`config.mk`:
```
export PLATFORM = sky130hd
export DESIGN_NAME = ffci_host
export DESIGN_NICKNAME = d
export VERILOG_FILES = /design/src/shared/ffci_pkg.sv /design/src/core/ffci_host.sv
export SDC_FILE = /design/constraint.sdc
export NUM_CORES = 1
export LEC_CHECK = 0
export ABC_CLOCK_PERIOD_IN_PS = 4720
export BUFFER_PORTS_ARGS = -buffer_cell sky130_fd_sc_hd__buf_2
export CELL_PAD_IN_SITES_DETAIL_PLACEMENT = 0
export CELL_PAD_IN_SITES_GLOBAL_PLACEMENT = 1
export CORE_MARGIN = 2
export CORE_UTILIZATION = 32
export CTS_CLUSTER_DIAMETER = 60
export DETAILED_ROUTE_END_ITERATION = 8
export GPL_TIMING_DRIVEN = 0
export PLACE_DENSITY = 0.71
export SETUP_SLACK_MARGIN = 0.1
export SLEW_MARGIN = 5
export SYNTH_ARGS = -nofsm -noshare
export SYNTH_HDL_FRONTEND = slang
export SYNTH_SLANG_ARGS = --single-unit
```
`constraint.sdc`:
```
create_clock -name core_clk -period 4.72 [get_ports core_clk]
set_input_delay 0.236 -clock core_clk [delete_from_list [all_inputs] [get_ports core_clk]]
set_output_delay 0.236 -clock core_clk [all_outputs]
set_load 0.1 [all_outputs]
```
`src/shared/ffci_pkg.sv`:
```
// Constants, types and reset state of the flash command sequencer host
package ffci_pkg;
   // Clock and bus timing
   localparam int CLK_NS        = 25;
   localparam int WR_PULSE_NS   = 50;
   localparam int WR_CYC        = (WR_PULSE_NS + CLK_NS - 1) / CLK_NS;
   localparam int ACCESS_NS     = 45;
   localparam int SYNC_STAGES   = 2;
   localparam int RD_CYC        = (ACCESS_NS + CLK_NS - 1) / CLK_NS + SYNC_STAGES;
   localparam int ABORT_US      = 10;
   localparam int ABORT_CYC     = (ABORT_US * 1000) / CLK_NS;
   localparam longint ERASE_MAX_NS = 64'd4000000000;
   localparam int POLL_LIMIT_DEF = int'(ERASE_MAX_NS / (CLK_NS * (RD_CYC + 1)));
   localparam int POLL_W        = 26;
   localparam logic [3:0] WR_CNT_LOAD = 4'(WR_CYC - 1);
   localparam logic [3:0] RD_CNT_LOAD = 4'(RD_CYC - 1);
   localparam logic [POLL_W-1:0] ABORT_LOAD = POLL_W'(ABORT_CYC);

   // Command addresses (only the low eleven bits matter to the device)
   localparam logic [15:0] ADDR_UNLOCK1 = 16'h0555;
   localparam logic [15:0] ADDR_UNLOCK2 = 16'h02AA;
   localparam logic [15:0] ADDR_ANY     = 16'h0000;
   localparam int          SIG_SEL_BIT  = 1;

   // Command data codes
   localparam logic [7:0] CODE_UNLOCK1  = 8'hAA;
   localparam logic [7:0] CODE_UNLOCK2  = 8'h55;
   localparam logic [7:0] CODE_RESET    = 8'hF0;
   localparam logic [7:0] CODE_AUTOSEL  = 8'h90;
   localparam logic [7:0] CODE_PROGRAM  = 8'hA0;
   localparam logic [7:0] CODE_BYPASS   = 8'h20;
   localparam logic [7:0] CODE_ERASE1   = 8'h80;
   localparam logic [7:0] CODE_ERASE2   = 8'h10;
   localparam logic [7:0] CODE_BYP_EXIT = 8'h00;

   // Status byte fields
   localparam int POLLING_BIT = 7;
   localparam int TOGGLE_BIT  = 6;
   localparam int ERROR_BIT   = 5;

   typedef enum logic [2:0] {
      OP_READ = 3'h0, OP_RESET = 3'h1, OP_AUTOSEL = 3'h2, OP_PROGRAM = 3'h3,
      OP_BYP_ENTER = 3'h4, OP_BYP_PROG = 3'h5, OP_BYP_EXIT = 3'h6, OP_ERASE = 3'h7
   } ffci_op_t;

   typedef enum logic [2:0] {
      ST_IDLE = 3'h0, ST_W_SETUP = 3'h1, ST_W_PULSE = 3'h3, ST_W_HOLD = 3'h2,
      ST_R_PULSE = 3'h6, ST_R_SAMPLE = 3'h7, ST_FINISH = 3'h5, ST_ABORT_WAIT = 3'h4
   } ffci_st_t;

   typedef struct packed {
      ffci_op_t    op;
      logic [15:0] addr;
      logic [7:0]  data;
   } ffci_cmd_t;

   typedef struct packed {
      logic [7:0] data;
      logic       error;
   } ffci_rsp_t;

   typedef struct packed {
      logic [15:0] addr;
      logic [7:0]  dq_out;
      logic        dq_oe;
      logic        ce_n;
      logic        we_n;
      logic        oe_n;
   } ffci_pins_t;

   typedef struct packed {
      ffci_st_t          st;
      ffci_op_t          op;
      logic              fail;
      logic              errseen;
      logic              first;
      logic              prev_tog;
      logic [3:0]        cnt;
      logic [2:0]        step;
      logic [15:0]       addr;
      logic [7:0]        data;
      ffci_pins_t        pins;
      logic [7:0]        sync1;
      logic [7:0]        sync2;
      logic [POLL_W-1:0] polls;
      logic              rsp_valid;
      ffci_rsp_t         rsp;
   } ffci_state_t;

   localparam ffci_pins_t PINS_IDLE = '{addr: 16'h0000, dq_out: 8'h00, dq_oe: 1'b0,
                                        ce_n: 1'b1, we_n: 1'b1, oe_n: 1'b1};
   localparam ffci_state_t STATE_RESET = '{st: ST_IDLE, op: OP_READ, pins: PINS_IDLE,
                                           default: '0};
endpackage : ffci_pkg

```
`src/core/ffci_host.sv`:
```
// Host-side command sequencer driving a byte-wide flash over its async pins
// Summary of operation
// - Reset is a single F0 write, with no unlock pair
// - Auto select by AA, 55, 90 writes
// - Program: AA, 55, A0, then address/data
// - Bypass entry by AA, 55, 20 writes
// - Bypass program: A0 then address/data
// - Bypass exit: 90 then 00
// - Erase: six writes ending 10 at 555
// - Address at strobe fall, data at rise, OE high
module ffci_host #(
   parameter int unsigned POLL_LIMIT = ffci_pkg::POLL_LIMIT_DEF
) (
   // Clock and reset
   input  wire logic                core_clk,
   input  wire logic                rst_n,
   // Command request
   input  wire logic                cmd_valid,
   output      logic                cmd_ready,
   input  wire ffci_pkg::ffci_cmd_t cmd,
   // Command answer
   output      logic                rsp_valid,
   output      ffci_pkg::ffci_rsp_t rsp,
   // Flash pins
   output      logic [15:0]         address_inputs,
   output      logic [7:0]          data_lines_out,
   output      logic                data_lines_oe,
   input  wire logic [7:0]          data_lines_in,
   output      logic                chip_select_n,
   output      logic                write_strobe_n,
   output      logic                output_enable_n
);
   if (POLL_LIMIT < 2 || POLL_LIMIT >= (1 << ffci_pkg::POLL_W)) begin : g_bad_limit
      $error("POLL_LIMIT out of range");
   end

   ffci_pkg::ffci_state_t s;
   ffci_pkg::ffci_state_t next_s;

   localparam logic [ffci_pkg::POLL_W-1:0] POLL_W_LIMIT = ffci_pkg::POLL_W'(POLL_LIMIT);

   function automatic logic [2:0] wr_count(ffci_pkg::ffci_op_t op, logic fail);
      if (fail) begin
         return 3'h1;
      end
      case (op)
         ffci_pkg::OP_READ:      return 3'h0;
         ffci_pkg::OP_RESET:     return 3'h1;
         ffci_pkg::OP_BYP_PROG,
         ffci_pkg::OP_BYP_EXIT:  return 3'h2;
         ffci_pkg::OP_PROGRAM:   return 3'h4;
         ffci_pkg::OP_ERASE:     return 3'h6;
         default:                return 3'h3;
      endcase
   endfunction : wr_count

   // Address and data of write number step of an operation
   function automatic logic [23:0] wr_word(ffci_pkg::ffci_op_t op, logic fail,
                                           logic [2:0] step, logic [15:0] a,
                                           logic [7:0] d);
      logic [7:0] third;
      third = ffci_pkg::CODE_PROGRAM;
      if (fail || op == ffci_pkg::OP_RESET) begin
         return {ffci_pkg::ADDR_ANY, ffci_pkg::CODE_RESET};
      end
      if (op == ffci_pkg::OP_BYP_EXIT) begin
         return {ffci_pkg::ADDR_ANY, (step == 3'h0) ? ffci_pkg::CODE_AUTOSEL
                                                     : ffci_pkg::CODE_BYP_EXIT};
      end
      if (op == ffci_pkg::OP_BYP_PROG) begin
         return (step == 3'h0) ? {ffci_pkg::ADDR_ANY, ffci_pkg::CODE_PROGRAM} : {a, d};
      end
      case (op)
         ffci_pkg::OP_AUTOSEL:   third = ffci_pkg::CODE_AUTOSEL;
         ffci_pkg::OP_BYP_ENTER: third = ffci_pkg::CODE_BYPASS;
         ffci_pkg::OP_ERASE:     third = ffci_pkg::CODE_ERASE1;
         default:                third = ffci_pkg::CODE_PROGRAM;
      endcase
      case (step)
         3'h0, 3'h3: begin
            if (step == 3'h3 && op == ffci_pkg::OP_PROGRAM) begin
               return {a, d};
            end
            return {ffci_pkg::ADDR_UNLOCK1, ffci_pkg::CODE_UNLOCK1};
         end
         3'h1, 3'h4: return {ffci_pkg::ADDR_UNLOCK2, ffci_pkg::CODE_UNLOCK2};
         3'h2:       return {ffci_pkg::ADDR_UNLOCK1, third};
         default:    return {ffci_pkg::ADDR_UNLOCK1, ffci_pkg::CODE_ERASE2};
      endcase
   endfunction : wr_word

   function automatic logic is_poll(ffci_pkg::ffci_op_t op);
      return op == ffci_pkg::OP_PROGRAM || op == ffci_pkg::OP_BYP_PROG ||
             op == ffci_pkg::OP_ERASE;
   endfunction : is_poll

   always_comb begin
      logic [23:0] w;
      logic [15:0] raddr;
      w = '0;
      raddr = '0;
      next_s = s;
      next_s.sync1 = data_lines_in;
      next_s.sync2 = s.sync1;
      next_s.rsp_valid = 1'b0;
      case (s.st)
         ffci_pkg::ST_IDLE: begin
            if (cmd_valid) begin
               next_s.op = cmd.op;
               next_s.addr = cmd.addr;
               next_s.data = cmd.data;
               next_s.step = 3'h0;
               next_s.fail = 1'b0;
               if (cmd.op == ffci_pkg::OP_READ) begin
                  next_s.st = ffci_pkg::ST_R_PULSE;
                  next_s.cnt = ffci_pkg::RD_CNT_LOAD;
                  next_s.pins = '{addr: cmd.addr, dq_out: 8'h00, dq_oe: 1'b0,
                                  ce_n: 1'b0, we_n: 1'b1, oe_n: 1'b0};
               end else begin
                  w = wr_word(cmd.op, 1'b0, 3'h0, cmd.addr, cmd.data);
                  next_s.st = ffci_pkg::ST_W_SETUP;
                  next_s.pins = '{addr: w[23:8], dq_out: w[7:0], dq_oe: 1'b1,
                                  ce_n: 1'b0, we_n: 1'b1, oe_n: 1'b1};
               end
            end
         end
         ffci_pkg::ST_W_SETUP: begin
            next_s.st = ffci_pkg::ST_W_PULSE;
            next_s.pins.we_n = 1'b0;
            next_s.cnt = ffci_pkg::WR_CNT_LOAD;
         end
         ffci_pkg::ST_W_PULSE: begin
            if (s.cnt == 4'h0) begin
               // Data still driven one cycle past the rising strobe
               next_s.st = ffci_pkg::ST_W_HOLD;
               next_s.pins.we_n = 1'b1;
            end else begin
               next_s.cnt = 4'(s.cnt - 4'h1);
            end
         end
         ffci_pkg::ST_W_HOLD: begin
            next_s.step = 3'(s.step + 3'h1);
            next_s.pins = ffci_pkg::PINS_IDLE;
            if (3'(s.step + 3'h1) < wr_count(s.op, s.fail)) begin
               w = wr_word(s.op, s.fail, 3'(s.step + 3'h1), s.addr, s.data);
               next_s.st = ffci_pkg::ST_W_SETUP;
               next_s.pins = '{addr: w[23:8], dq_out: w[7:0], dq_oe: 1'b1,
                               ce_n: 1'b0, we_n: 1'b1, oe_n: 1'b1};
            end else if (s.fail) begin
               // Erase abort leaves the array unreadable for a while
               next_s.st = (s.op == ffci_pkg::OP_ERASE) ? ffci_pkg::ST_ABORT_WAIT
                                                        : ffci_pkg::ST_FINISH;
               next_s.polls = ffci_pkg::ABORT_LOAD;
            end else if (s.op == ffci_pkg::OP_AUTOSEL || is_poll(s.op)) begin
               raddr = s.addr;
               if (s.op == ffci_pkg::OP_AUTOSEL) begin
                  raddr[ffci_pkg::SIG_SEL_BIT] = 1'b0;
               end
               next_s.st = ffci_pkg::ST_R_PULSE;
               next_s.cnt = ffci_pkg::RD_CNT_LOAD;
               next_s.first = 1'b1;
               next_s.errseen = 1'b0;
               next_s.polls = '0;
               next_s.pins = '{addr: raddr, dq_out: 8'h00, dq_oe: 1'b0,
                               ce_n: 1'b0, we_n: 1'b1, oe_n: 1'b0};
            end else begin
               next_s.st = ffci_pkg::ST_FINISH;
            end
         end
         ffci_pkg::ST_R_PULSE: begin
            if (s.cnt == 4'h0) begin
               next_s.data = s.sync2;
               next_s.st = ffci_pkg::ST_R_SAMPLE;
               next_s.pins = ffci_pkg::PINS_IDLE;
            end else begin
               next_s.cnt = 4'(s.cnt - 4'h1);
            end
         end
         ffci_pkg::ST_R_SAMPLE: begin
            next_s.prev_tog = s.data[ffci_pkg::TOGGLE_BIT];
            next_s.first = 1'b0;
            next_s.cnt = ffci_pkg::RD_CNT_LOAD;
            next_s.pins = '{addr: s.pins.addr, dq_out: 8'h00, dq_oe: 1'b0,
                            ce_n: 1'b0, we_n: 1'b1, oe_n: 1'b0};
            next_s.st = ffci_pkg::ST_R_PULSE;
            next_s.pins.addr = s.addr;
            if (!is_poll(s.op)) begin
               next_s.st = ffci_pkg::ST_FINISH;
               next_s.pins = ffci_pkg::PINS_IDLE;
            end else if (s.first) begin
               next_s.polls = s.polls;
            end else if (s.data[ffci_pkg::TOGGLE_BIT] == s.prev_tog) begin
               next_s.st = ffci_pkg::ST_FINISH;
               next_s.pins = ffci_pkg::PINS_IDLE;
            end else if ((s.data[ffci_pkg::ERROR_BIT] && s.errseen) ||
                         s.polls == POLL_W_LIMIT) begin
               // Toggling on after the error bit, or poll budget spent: clear with a reset write
               w = wr_word(s.op, 1'b1, 3'h0, s.addr, s.data);
               next_s.fail = 1'b1;
               next_s.step = 3'h0;
               next_s.st = ffci_pkg::ST_W_SETUP;
               next_s.pins = '{addr: w[23:8], dq_out: w[7:0], dq_oe: 1'b1,
                               ce_n: 1'b0, we_n: 1'b1, oe_n: 1'b1};
            end else begin
               next_s.errseen = s.data[ffci_pkg::ERROR_BIT];
               next_s.polls = ffci_pkg::POLL_W'(s.polls + 1'b1);
            end
         end
         ffci_pkg::ST_ABORT_WAIT: begin
            if (s.polls == '0) begin
               next_s.st = ffci_pkg::ST_FINISH;
            end else begin
               next_s.polls = ffci_pkg::POLL_W'(s.polls - 1'b1);
            end
         end
         ffci_pkg::ST_FINISH: begin
            next_s.rsp_valid = 1'b1;
            next_s.rsp = '{data: s.data, error: s.fail};
            next_s.st = ffci_pkg::ST_IDLE;
         end
         default: begin
            next_s = ffci_pkg::STATE_RESET;
         end
      endcase
   end

   always_ff @(posedge core_clk or negedge rst_n) begin
      if (!rst_n) begin
         s <= ffci_pkg::STATE_RESET;
      end else begin
         s <= next_s;
      end
   end

   assign cmd_ready       = (s.st == ffci_pkg::ST_IDLE);
   assign rsp_valid       = s.rsp_valid;
   assign rsp             = s.rsp;
   assign address_inputs  = s.pins.addr;
   assign data_lines_out  = s.pins.dq_out;
   assign data_lines_oe   = s.pins.dq_oe;
   assign chip_select_n   = s.pins.ce_n;
   assign write_strobe_n  = s.pins.we_n;
   assign output_enable_n = s.pins.oe_n;
endmodule : ffci_host

```
==> impl_metrics.csv, run 1 <==
group,metric,value,unit
status,status,"complete, no violations",
power,power.density,759,nW/µm²
cells_and_area,antennaDiodeCount,0,
sta,finClkSkew,0.0119,ns
synthesis,syn_inst,830,
synthesis,synth_commonest_cells,"nand2_1, dfrtp_1, nor2_1",
sta,finalCriticalPeriod,3.65,ns
die,rows,55,
detailed_routing,ant_nets,0,
placement,place_area,8160,µm²
grt,grt_usage,17.2,%
cells_and_area,finish.instance_area,8830,µm²
synthesis,synthXorXnorAreaFrac,2.01,%
clock_tree,clock_latency,0.42,ns
synthesis,yosys.area_share.adder,5.68,%
grt,grt-ovfl-total,0,
grt,first_global_vias,6202,
worst_setup_path,crit_arrival,3.98,ns
hold_path,hold_class,"input pin to flop",
synthesis,synth_area_leaders,"dfrtp_1, nand2_1, ha_1",
hold_path,whs_path_depth,3,
synthesis,synth_compound_area_share,23.5,%
worst_setup_path,worst-path-max-fanout,29,
grt,antenna_found_initial,0,
sta,slew_headroom,40.3,%
power,vdd_drop_max,0.373,mV
die,dieWidth,156,µm
detailed_routing,routed_wl,20100,µm
synthesis,syn-cell-area,7400,µm²
synthesis,synth_seq_cells,121,
synthesis,post-synth-top-area-fraction,39.9,%
clock_tree,clockRootBuffer,"clkbuf_16",
cells_and_area,area_growth,19.3,%
detailed_routing,vias,6353,
grt,grt_pass1_wl,32900,µm
synthesis,async_flop_share,100,%
die,top_level_ports,77,
detailed_routing,via_per_inst,5.17,
sta,rsz0062_at_grt,"no",
die,die_area,24400,µm²
power,cellLeakagePower,4.25,nW
synthesis,avgSynthCellArea,8.92,µm²
worst_setup_path,reg2regPathDepth,12,
placement,dp_hpwl,14600,µm
clock_tree,clkSlewWorstSetupHoldPaths,0.06,ns
synthesis,yosys.area.top_type,"dfrtp_1",
placement,gp_congestion,0.852,
sta,max_freq,0.274,GHz
detailed_routing,drc,0,
synthesis,synth_top_family_by_area,"compound AO/OA/AOI/OAI gates",
detailed_routing,drt-initial-drc-count,367,
clock_tree,post_cts.repair.setup_buffers,0,
cells_and_area,drive_above_1_share,19.5,%
synthesis,ys_seq_area_share,41.0,%
clock_tree,cts_buffer_depth,2,
sta,worst_pin_slew,0.893,ns
sta,holdWs,0.0257,ns
cells_and_area,num-fill-cells,2346,
clock_tree,cts_htree_levels,4,
sta,fin_crit_sh,77.3,%
run,drv_cap,0,
synthesis,synthMuxAreaShare,0.930,%
worst_setup_path,cp_data_required_time,5.05,ns
worst_setup_path,r2r_setup_slack,1.07,ns
synthesis,synth_edf_count,0,
worst_setup_path,cp-start-kind,"flop",
synthesis,syn_nets,901,
grt,grt_max_degree,66,
synthesis,yosys.area_share.simple,19.8,%
clock_tree,tritoncts,"built",
sta,hold_viol_final,0,
clock_tree,cts.sinks,121,
cells_and_area,nNetsFinal,1003,
sta,setup-tns-final,0,ns
synthesis,synth_cell_type_count,83,
worst_setup_path,crit_type,"flop to flop",
die,design.core.area,22600,µm²
placement,port_buffers,73,
worst_setup_path,crit_path_end_kind,"flop",
detailed_routing,avgRoutedWirePerCell,16.4,µm
detailed_routing,drt_pass1_iterations,6,
die,initial_core_util,32.7,%
synthesis,ys.warnings.count,0,
sta,setup_viol,0,
clock_tree,cts_buffers,17,
sta,report.final.slew_viol_count,0,
synthesis,yosysMostFrequentCell,"nand2_1",
synthesis,synth-main-ff-cell,"dfrtp_1",
die,die-height,156,µm
## metal layers
metal | vias up | GRT usage (%) | share of wire [%]
li1 | 3156 | - | -
met1 | 3062 | 22.6 | 47
met2 | 110 | 29.2 | 49
met3 | 25 | 2.75 | 2.9
met4 | 0 | 5.42 | 1.5
met5 | - | 0 | 0
## report_power, final
group	leakage (nW)	switching (W)	internal [W]
Sequential	1.55	0.000247	0.00140
Clock	0.279	0.000512	0.000793
Combinational	2.42	0.00267	0.00109
Total	4.25	0.00343	0.00328
## registers in the layout (all words and copies together) (netlist names)
name             cells
chip_select_n        1
data_lines_out       8
rsp                  9
rsp_valid            1
write_strobe_n       1
data_lines_oe        1
s                   75
address_inputs      16
next_s               8
output_enable_n      1
## path summary, 6_finish.rpt
kind | to | start
worst max-delay path | s[35] | s[118]
worst min-delay path | s[102] | cmd[22]
worst max register to register | s[35] | s[118]
worst min register to register | s[40] | next_s[40]
max in group asynchronous | chip_select_n | rst_n
min in group asynchronous | rsp_valid | rst_n
## worst max-delay path, cell delays in order (launching register included)
cell and delay [ns]:
dfrtp_1 0.41, nor2_1 0.16, and2_1 0.15, clkbuf_2 0.58, ha_1 0.39, a211oi_2 0.21
o21bai_1 0.19, o2111ai_2 0.32, nand4_2 0.17, a311oi_2 0.33, o21ai_2 0.14, mux2_4 0.32
a22oi_2 0.17
## area by class of cell
cell class                 count  area [µm²]  share of cell area [%]
timing repair buffer          83         489                    5.54
buffer                        74         438                    4.96
tap                          285         357                    4.04
clock inverter                13         145                    1.64
clock buffer                  18         439                    4.97
sequential                   121        3030                    34.3
inverter                      23        86.3                   0.977
multi-input combinational    612        3850                    43.6
## placed cells by master (no fill, tap or decap), types with 4 or more instances in the layout
master	count
a211oi_1	6
a21boi_0	5
a21o_1	15
a21oi_1	48
a221o_1	5
a221oi_1	5
a222oi_1	5
a22o_1	9
a31oi_1	4
and2_1	11
and3_1	13
buf_2	76
buf_4	35
buf_6	4
clkbuf_1	28
clkbuf_16	17
dfrtp_1	118
dlygate4sd3_1	9
ha_1	32
inv_1	22
nand2_1	163
nand2b_1	13
nand3_1	8
nand4_1	8
nor2_1	51
nor2b_1	8
nor3_1	16
nor4_1	7
o21a_1	8
o21ai_0	48
o21ai_1	5
o21bai_1	10
o221ai_1	5
o31ai_1	13
or3_1	4
xnor2_1	11
xor2_1	6
## per-stage QoR
step           utilization, %  instances  worst slack, ns  power [W]
6_report                 39.0       1229             1.07    0.00671
5_1_grt                  39.0       1229            0.823    0.00717
4_1_cts                  39.0       1229             1.08    0.00676
3_5_place_dp             36.0       1189             1.10    0.00543
3_3_place_gp             35.9       1188            0.453    0.00540
2_1_floorplan               -        830            0.950    0.00462
## cells by family (layout without fill, tap and decap cells)
group / Yosys count / count (layout)
buffers and inverters: 97 / 211
DFF: 121 / 121
muxes: 6 / 6
xor gates and xnor gates: 17 / 17
AOI/OAI and AO/OA: 240 / 240
adders and majority gates: 33 / 33
and+or+nand+nor: 316 / 316
## timing repair
item / 4_1_cts / 5_1_grt
hold buffers: 9 / 0
gates resized for setup: 0 / 0
endpoints found under the hold margin: 64 / 0
No activity file was read; power rests on OpenSTA's default activity.
==> run 2: changes to the inputs <==
ABC_AREA = 1   (was default)
ABC_CLOCK_PERIOD_IN_PS = 3800   (was 4720)
PLACE_DENSITY = 0.73   (was 0.71)
clock period = 3.8 ns   (was 4.72 ns; I/O delays follow)
==> run 2 against run 1 <==
Die area is 9.4% higher; setup slack worse by 0.72 ns; cell count is 30% higher; via count is 22% higher.
==> impl_metrics.csv, run 2 <==
group,metric,value,unit
detailed_routing,routed_wl,24300,µm
grt,grt_max_degree,76,
run,drv_cap,0,
worst_setup_path,cp_top_family,"simple AND/OR/NAND/NOR gates",
placement,post-place-ws,0.118,ns
sta,setup_viol,0,
die,rows,58,
worst_setup_path,crit_type,"flop to flop",
cells_and_area,final_cell_mix,"nand2_1, dfrtp_1, inv_1",
hold_path,hold_class,"input pin to flop",
die,initial_core_util,32.4,%
sta,fin_ws,0.353,ns
hold_path,whs_path_depth,3,
cells_and_area,drive_above_1_share,16.2,%
detailed_routing,drt-initial-drc-count,536,
worst_setup_path,cp_slowest_cell,"clkinvlp_2",
sta,worst_pin_slew,0.728,ns
cells_and_area,final_common_cell,"nand2_1",
clock_tree,cts_buffers,17,
worst_setup_path,cp_num_cells,14,
synthesis,async_flop_share,100,%
synthesis,ys_seq_area_share,37.4,%
grt,first_global_vias,7529,
sta,finalCriticalPeriod,3.45,ns
sta,report.final.slew_viol_count,0,
synthesis,synth_area_leaders,"dfrtp_1, nand2_1, o21ai_0",
sta,fin_crit_sh,90.7,%
synthesis,ys.warnings.count,0,
cells_and_area,final_util,38.7,%
detailed_routing,vias,7726,
worst_setup_path,cp_data_required_time,4.11,ns
synthesis,syn_nets,1215,
detailed_routing,avgRoutedWirePerCell,15.2,µm
power,vdd_drop_max,0.540,mV
synthesis,syn_inst,1144,
worst_setup_path,reg2regPathDepth,14,
synthesis,synth-main-ff-cell,"dfrtp_1",
worst_setup_path,worst-path-max-fanout,13,
clock_tree,cts_htree_levels,4,
worst_setup_path,cp_common_cell,"nand2_1",
cells_and_area,largest-register,"s",
placement,port_buffers,76,
cells_and_area,num-fill-cells,2682,
clock_tree,post_cts.repair.setup_buffers,0,
status,status,"complete, no violations",
clock_tree,cts.sinks,121,
synthesis,synth_commonest_cells,"nand2_1, dfrtp_1, inv_1",
detailed_routing,drc,0,
placement,place_area,8940,µm²
placement,gp_congestion,0.886,
clock_tree,clockRootBuffer,"clkbuf_16",
grt,antenna_found_initial,0,
sta,slew_headroom,51.1,%
worst_setup_path,cpPeakStageDelay,0.65,ns
sta,holdWs,0.0199,ns
grt,grt_usage,18.9,%
die,design.core.area,25000,µm²
die,die-height,163,µm
sta,rsz0062_at_grt,"no",
detailed_routing,drt_pass1_iterations,5,
grt,grt-ovfl-total,0,
synthesis,avgSynthCellArea,7.09,µm²
detailed_routing,ant_nets,0,
die,die_area,26600,µm²
cells_and_area,nNetsFinal,1324,
sta,hold_viol_final,0,
clock_tree,cts_buffer_depth,2,
cells_and_area,largest_reg_flops,75,
worst_setup_path,worstPathCellList,"buf_4 > nor2_2 > nand2_1 > clkinvlp_2 > ha_1 > a21oi_1 > inv_1 > nand2_1 > nand3_1 > nand2_1 > nand2_1 > or2_2 > nand3_1 > o21ai_1",
worst_setup_path,crit_buf_inv,3,
cells_and_area,antennaDiodeCount,0,
synthesis,synth_cell_type_count,47,
placement,dp_hpwl,18500,µm
clock_tree,tritoncts,"built",
worst_setup_path,crit_path_end_kind,"flop",
clock_tree,clkSlewWorstSetupHoldPaths,0.06,ns
clock_tree,clock_latency,0.42,ns
synthesis,synth_seq_cells,121,
synthesis,synth_edf_count,0,
power,cellLeakagePower,4.83,nW
synthesis,yosysMostFrequentCell,"nand2_1",
sta,max_freq,0.290,GHz
power,power.density,957,nW/µm²
synthesis,post-synth-top-area-fraction,36.4,%
die,top_level_ports,77,
die,dieWidth,163,µm
worst_setup_path,cp-start-kind,"flop",
synthesis,syn-cell-area,8110,µm²
cells_and_area,area_growth,19.3,%
synthesis,yosys.area.top_type,"dfrtp_1",
sta,finClkSkew,0.00934,ns
sta,setup-tns-final,0,ns
cells_and_area,finish.instance_area,9680,µm²
detailed_routing,via_per_inst,4.84,
grt,grt_pass1_wl,39300,µm
worst_setup_path,crit_arrival,3.75,ns
-- run 2: changes by cell type after synthesis, sizes merged, moves of 12 or more --
cell	previous run	this run
a21o	15	2
a21oi	49	64
and3	13	0
clkbuf	29	15
inv	23	116
nand2	163	335
nand2b	13	0
nand3	8	86
nand4	10	26
nor2	51	111
o21ai	55	119
o31ai	14	2
-- run 2: cell type report --
class	count	area [µm²]	share of cell area [%]
buffer	60	400	4.14
clock buffer	17	425	4.40
clock inverter	15	181	1.87
inverter	117	450	4.65
multi-input combinational	846	4240	43.8
sequential	121	3030	31.3
tap	330	413	4.27
timing repair buffer	89	534	5.52
timing repair inverter	1	5.00	0.0517
-- run 2: worst paths after layout --
path / start / end / slack, ns
worst max-delay path: s[119] / s[22] / 0.35
worst min-delay path: cmd[23] / s[103] / 0.02
worst max register to register: s[119] / s[22] / 0.35
worst min register to register: next_s[39] / s[39] / 0.35
max in group asynchronous: rst_n / output_enable_n / 2.75
min in group asynchronous: rst_n / rsp[7] / 0.28
-- run 2: worst min-delay path: cells and delay by family --
kind	cells	cell delay (ns)
compound gates	1	0.07
buf+inv	1	0.10
simple gates	1	0.05
-- run 2: power by group --
group | total, W | internal (W) | switching (W)
registers | 0.00213 | 0.00176 | 0.000370
clock network | 0.00169 | 0.000996 | 0.000695
logic | 0.00544 | 0.00152 | 0.00392
-- run 2: cell families after synthesis --
| kind of cell | count (synthesis) | share of synthesized area (%) |
|---|---|---|
| AOI/OAI and AO/OA | 213 | 14.4 |
| xor gates and xnor gates | 12 | 1.30 |
| and+or+nand+nor | 588 | 31.3 |
| DFF | 121 | 37.4 |
| buffers and inverters | 177 | 10.4 |
| adders and majority gates | 33 | 5.18 |
-- run 2: per-stage QoR --
stage	total power (W)	cells
2_1_floorplan	0.00633	1144
3_3_place_gp	0.00752	1550
3_5_place_dp	0.00755	1551
4_1_cts	0.00930	1595
5_1_grt	0.00999	1596
6_report	0.00926	1596
-- run 2: metal layers --
layer | up-vias | GRT usage (%) | wire [µm]
met5 | - | 0 | 0
met4 | 0 | 4.71 | 274
met3 | 18 | 3.63 | 1140
met2 | 170 | 29.9 | 10900
met1 | 3573 | 26.5 | 12000
li1 | 3965 | - | -
-- run 2: timing repair --
action                                 CTS  global route
hold buffers                            12             0
setup endpoints to repair                0            13
endpoints found under the hold margin   56             0
gates resized for setup                  0             1
==> run 3: changes to the inputs <==
ABC_CLOCK_PERIOD_IN_PS = 3600   (was 3800)
clock period = 3.6 ns   (was 3.8 ns; I/O delays follow)
==> run 3 against run 2 <==
Utilization increased by 0.11 points; die area unchanged; routed wire length grew 0.35%; flip-flop and latch count is the same; via count increased by 0.80%; largest power group unchanged; clock skew hardly changed; worst hold slack lost 0.0096 ns; sequential power up 6%; combinational power increased by 5.9%; power is 5.7% higher; largest cell class unchanged.
==> impl_metrics.csv, run 3 (synthesis results as in run 2) <==
group,metric,value,unit
detailed_routing,routed_wl,24400,µm
clock_tree,clock_latency,0.42,ns
die,initial_core_util,32.4,%
cells_and_area,final_cell_mix,"nand2_1, dfrtp_1, inv_1",
grt,grt_usage,19.0,%
clock_tree,tritoncts,"built",
grt,gr-usage-met1,26.6,%
detailed_routing,avgRoutedWirePerCell,15.2,µm
sta,max_freq,0.312,GHz
cells_and_area,final_util,38.8,%
grt,grt-busiest-layer,"met2",
clock_tree,clockRootBuffer,"clkbuf_16",
grt,grt_max_degree,76,
worst_setup_path,crit_arrival,3.52,ns
die,die-height,163,µm
cells_and_area,nNetsFinal,1327,
sta,hold_viol_final,0,
sta,finalCriticalPeriod,3.21,ns
die,dieWidth,163,µm
sta,report.final.slew_viol_count,0,
clock_tree,cts_buffer_depth,2,
detailed_routing,drt_pass1_iterations,5,
sta,rsz0062_at_grt,"no",
cells_and_area,area_growth,19.6,%
cells_and_area,final_common_cell,"nand2_1",
grt,first_global_vias,7552,
die,die_area,26600,µm²
detailed_routing,drc,0,
sta,fin_crit_sh,89.1,%
run,drv_cap,0,
detailed_routing,drt-initial-drc-count,589,
clock_tree,clkSlewWorstSetupHoldPaths,0.07,ns
worst_setup_path,r2r_setup_slack,0.39,ns
die,top_level_ports,77,
grt,grt_util_met2,30.1,%
worst_setup_path,crit_path_end_kind,"flop",
die,rows,58,
cells_and_area,largest-register,"s",
clock_tree,cts_buffers,17,
status,status,"complete, no violations",
placement,place_area,8940,µm²
die,design.core.area,25000,µm²
detailed_routing,ant_nets,0,
hold_path,hold_class,"input pin to flop",
worst_setup_path,cp-start-kind,"flop",
cells_and_area,antennaDiodeCount,0,
sta,worst_pin_slew,0.813,ns
placement,port_buffers,76,
clock_tree,cts_htree_levels,4,
detailed_routing,vias,7788,
placement,gp_congestion,0.886,
sta,setup-tns-final,0,ns
sta,finClkSkew,0.00964,ns
placement,dp_hpwl,18500,µm
worst_setup_path,cp_data_required_time,3.91,ns
sta,setup_viol,0,
grt,antenna_found_initial,0,
sta,slew_headroom,45.4,%
power,vdd_drop_max,0.571,mV
cells_and_area,largest_reg_flops,75,
grt,grt_pass1_wl,39500,µm
cells_and_area,finish.instance_area,9700,µm²
worst_setup_path,crit_type,"flop to flop",
power,cellLeakagePower,4.85,nW
grt,met3_usage,3.63,%
detailed_routing,via_per_inst,4.87,
power,power.density,1010,nW/µm²
cells_and_area,drive_above_1_share,16.3,%
clock_tree,cts.sinks,121,
worst_setup_path,worst-path-max-fanout,14,
grt,grt-ovfl-total,0,
-- run 3: cell types whose count changed in the layout (fill, tap and decap cells not counted) --
cell and change:
clkinvlp_2 -1, clkinvlp_4 +1, buf_4 +2, dlygate4sd3_1 +1
-- run 3: path summary, 6_finish.rpt --
kind	depth (start not counted)	startpoint	endpoint
max in group asynchronous	3	rst_n	output_enable_n
min in group asynchronous	2	rst_n	rsp[7]
worst max-delay path	15	s[119]	s[25]
worst max register to register	15	s[119]	s[25]
worst min-delay path	3	cmd[11]	s[91]
worst min register to register	0	next_s[39]	s[39]
-- run 3: worst max-delay path: stages (launching register included) --
cell	delay [ns]
dfrtp_1	0.39
buf_4	0.18
nor2_2	0.17
nand2_1	0.25
clkinvlp_4	0.14
buf_4	0.24
ha_1	0.34
o21ai_0	0.38
inv_1	0.11
nand2_1	0.08
nand2_1	0.15
a21oi_1	0.24
xor2_1	0.24
nor2_1	0.08
nand2_2	0.05
nand2_1	0.04
-- run 3: through the flow --
| stage | setup WS (ns) | power, W | std cells | hold slack (ns) |
|---|---|---|---|---|
| floorplan | 0.823 | 0.00668 | 1144 | -0.116 |
| global placement | -0.0533 | 0.00794 | 1550 | 0.288 |
| detailed placement | -0.0817 | 0.00797 | 1551 | 0.159 |
| CTS | 0.101 | 0.00982 | 1597 | 0.00101 |
| global route | 0.109 | 0.0106 | 1599 | 0.0119 |
| finish | 0.394 | 0.00979 | 1599 | 0.0103 |
-- run 3: cell type report --
cell class	instances	area, µm²
fill	2676	15300
sequential	121	3030
inverter	117	450
timing repair inverter	1	7.51
timing repair buffer	92	559
multi-input combinational	846	4240
clock inverter	15	181
tap	330	413
clock buffer	17	425
buffer	60	400
-- run 3: what timing repair did --
item	CTS	global route
endpoints found under the setup margin	5	17
resized for setup	1	1
setup buffers	0	2
hold endpoints to repair	57	0
cloned	1	0
hold buffers	13	0
-- run 3: routing by layer --
| layer | vias to the layer above | wire length, µm |
|---|---|---|
| li1 | 3965 | - |
| met3 | 22 | 1210 |
| met2 | 186 | 10900 |
| met5 | - | 0 |
| met4 | 0 | 306 |
| met1 | 3615 | 12000 |
-- run 3: power breakdown --
group | switching, W | leakage [nW] | total (W) | internal (W)
Combinational | 0.00414 | 3.03 | 0.00576 | 0.00161
Clock | 0.000731 | 0.293 | 0.00178 | 0.00105
Sequential | 0.000391 | 1.53 | 0.00225 | 0.00186
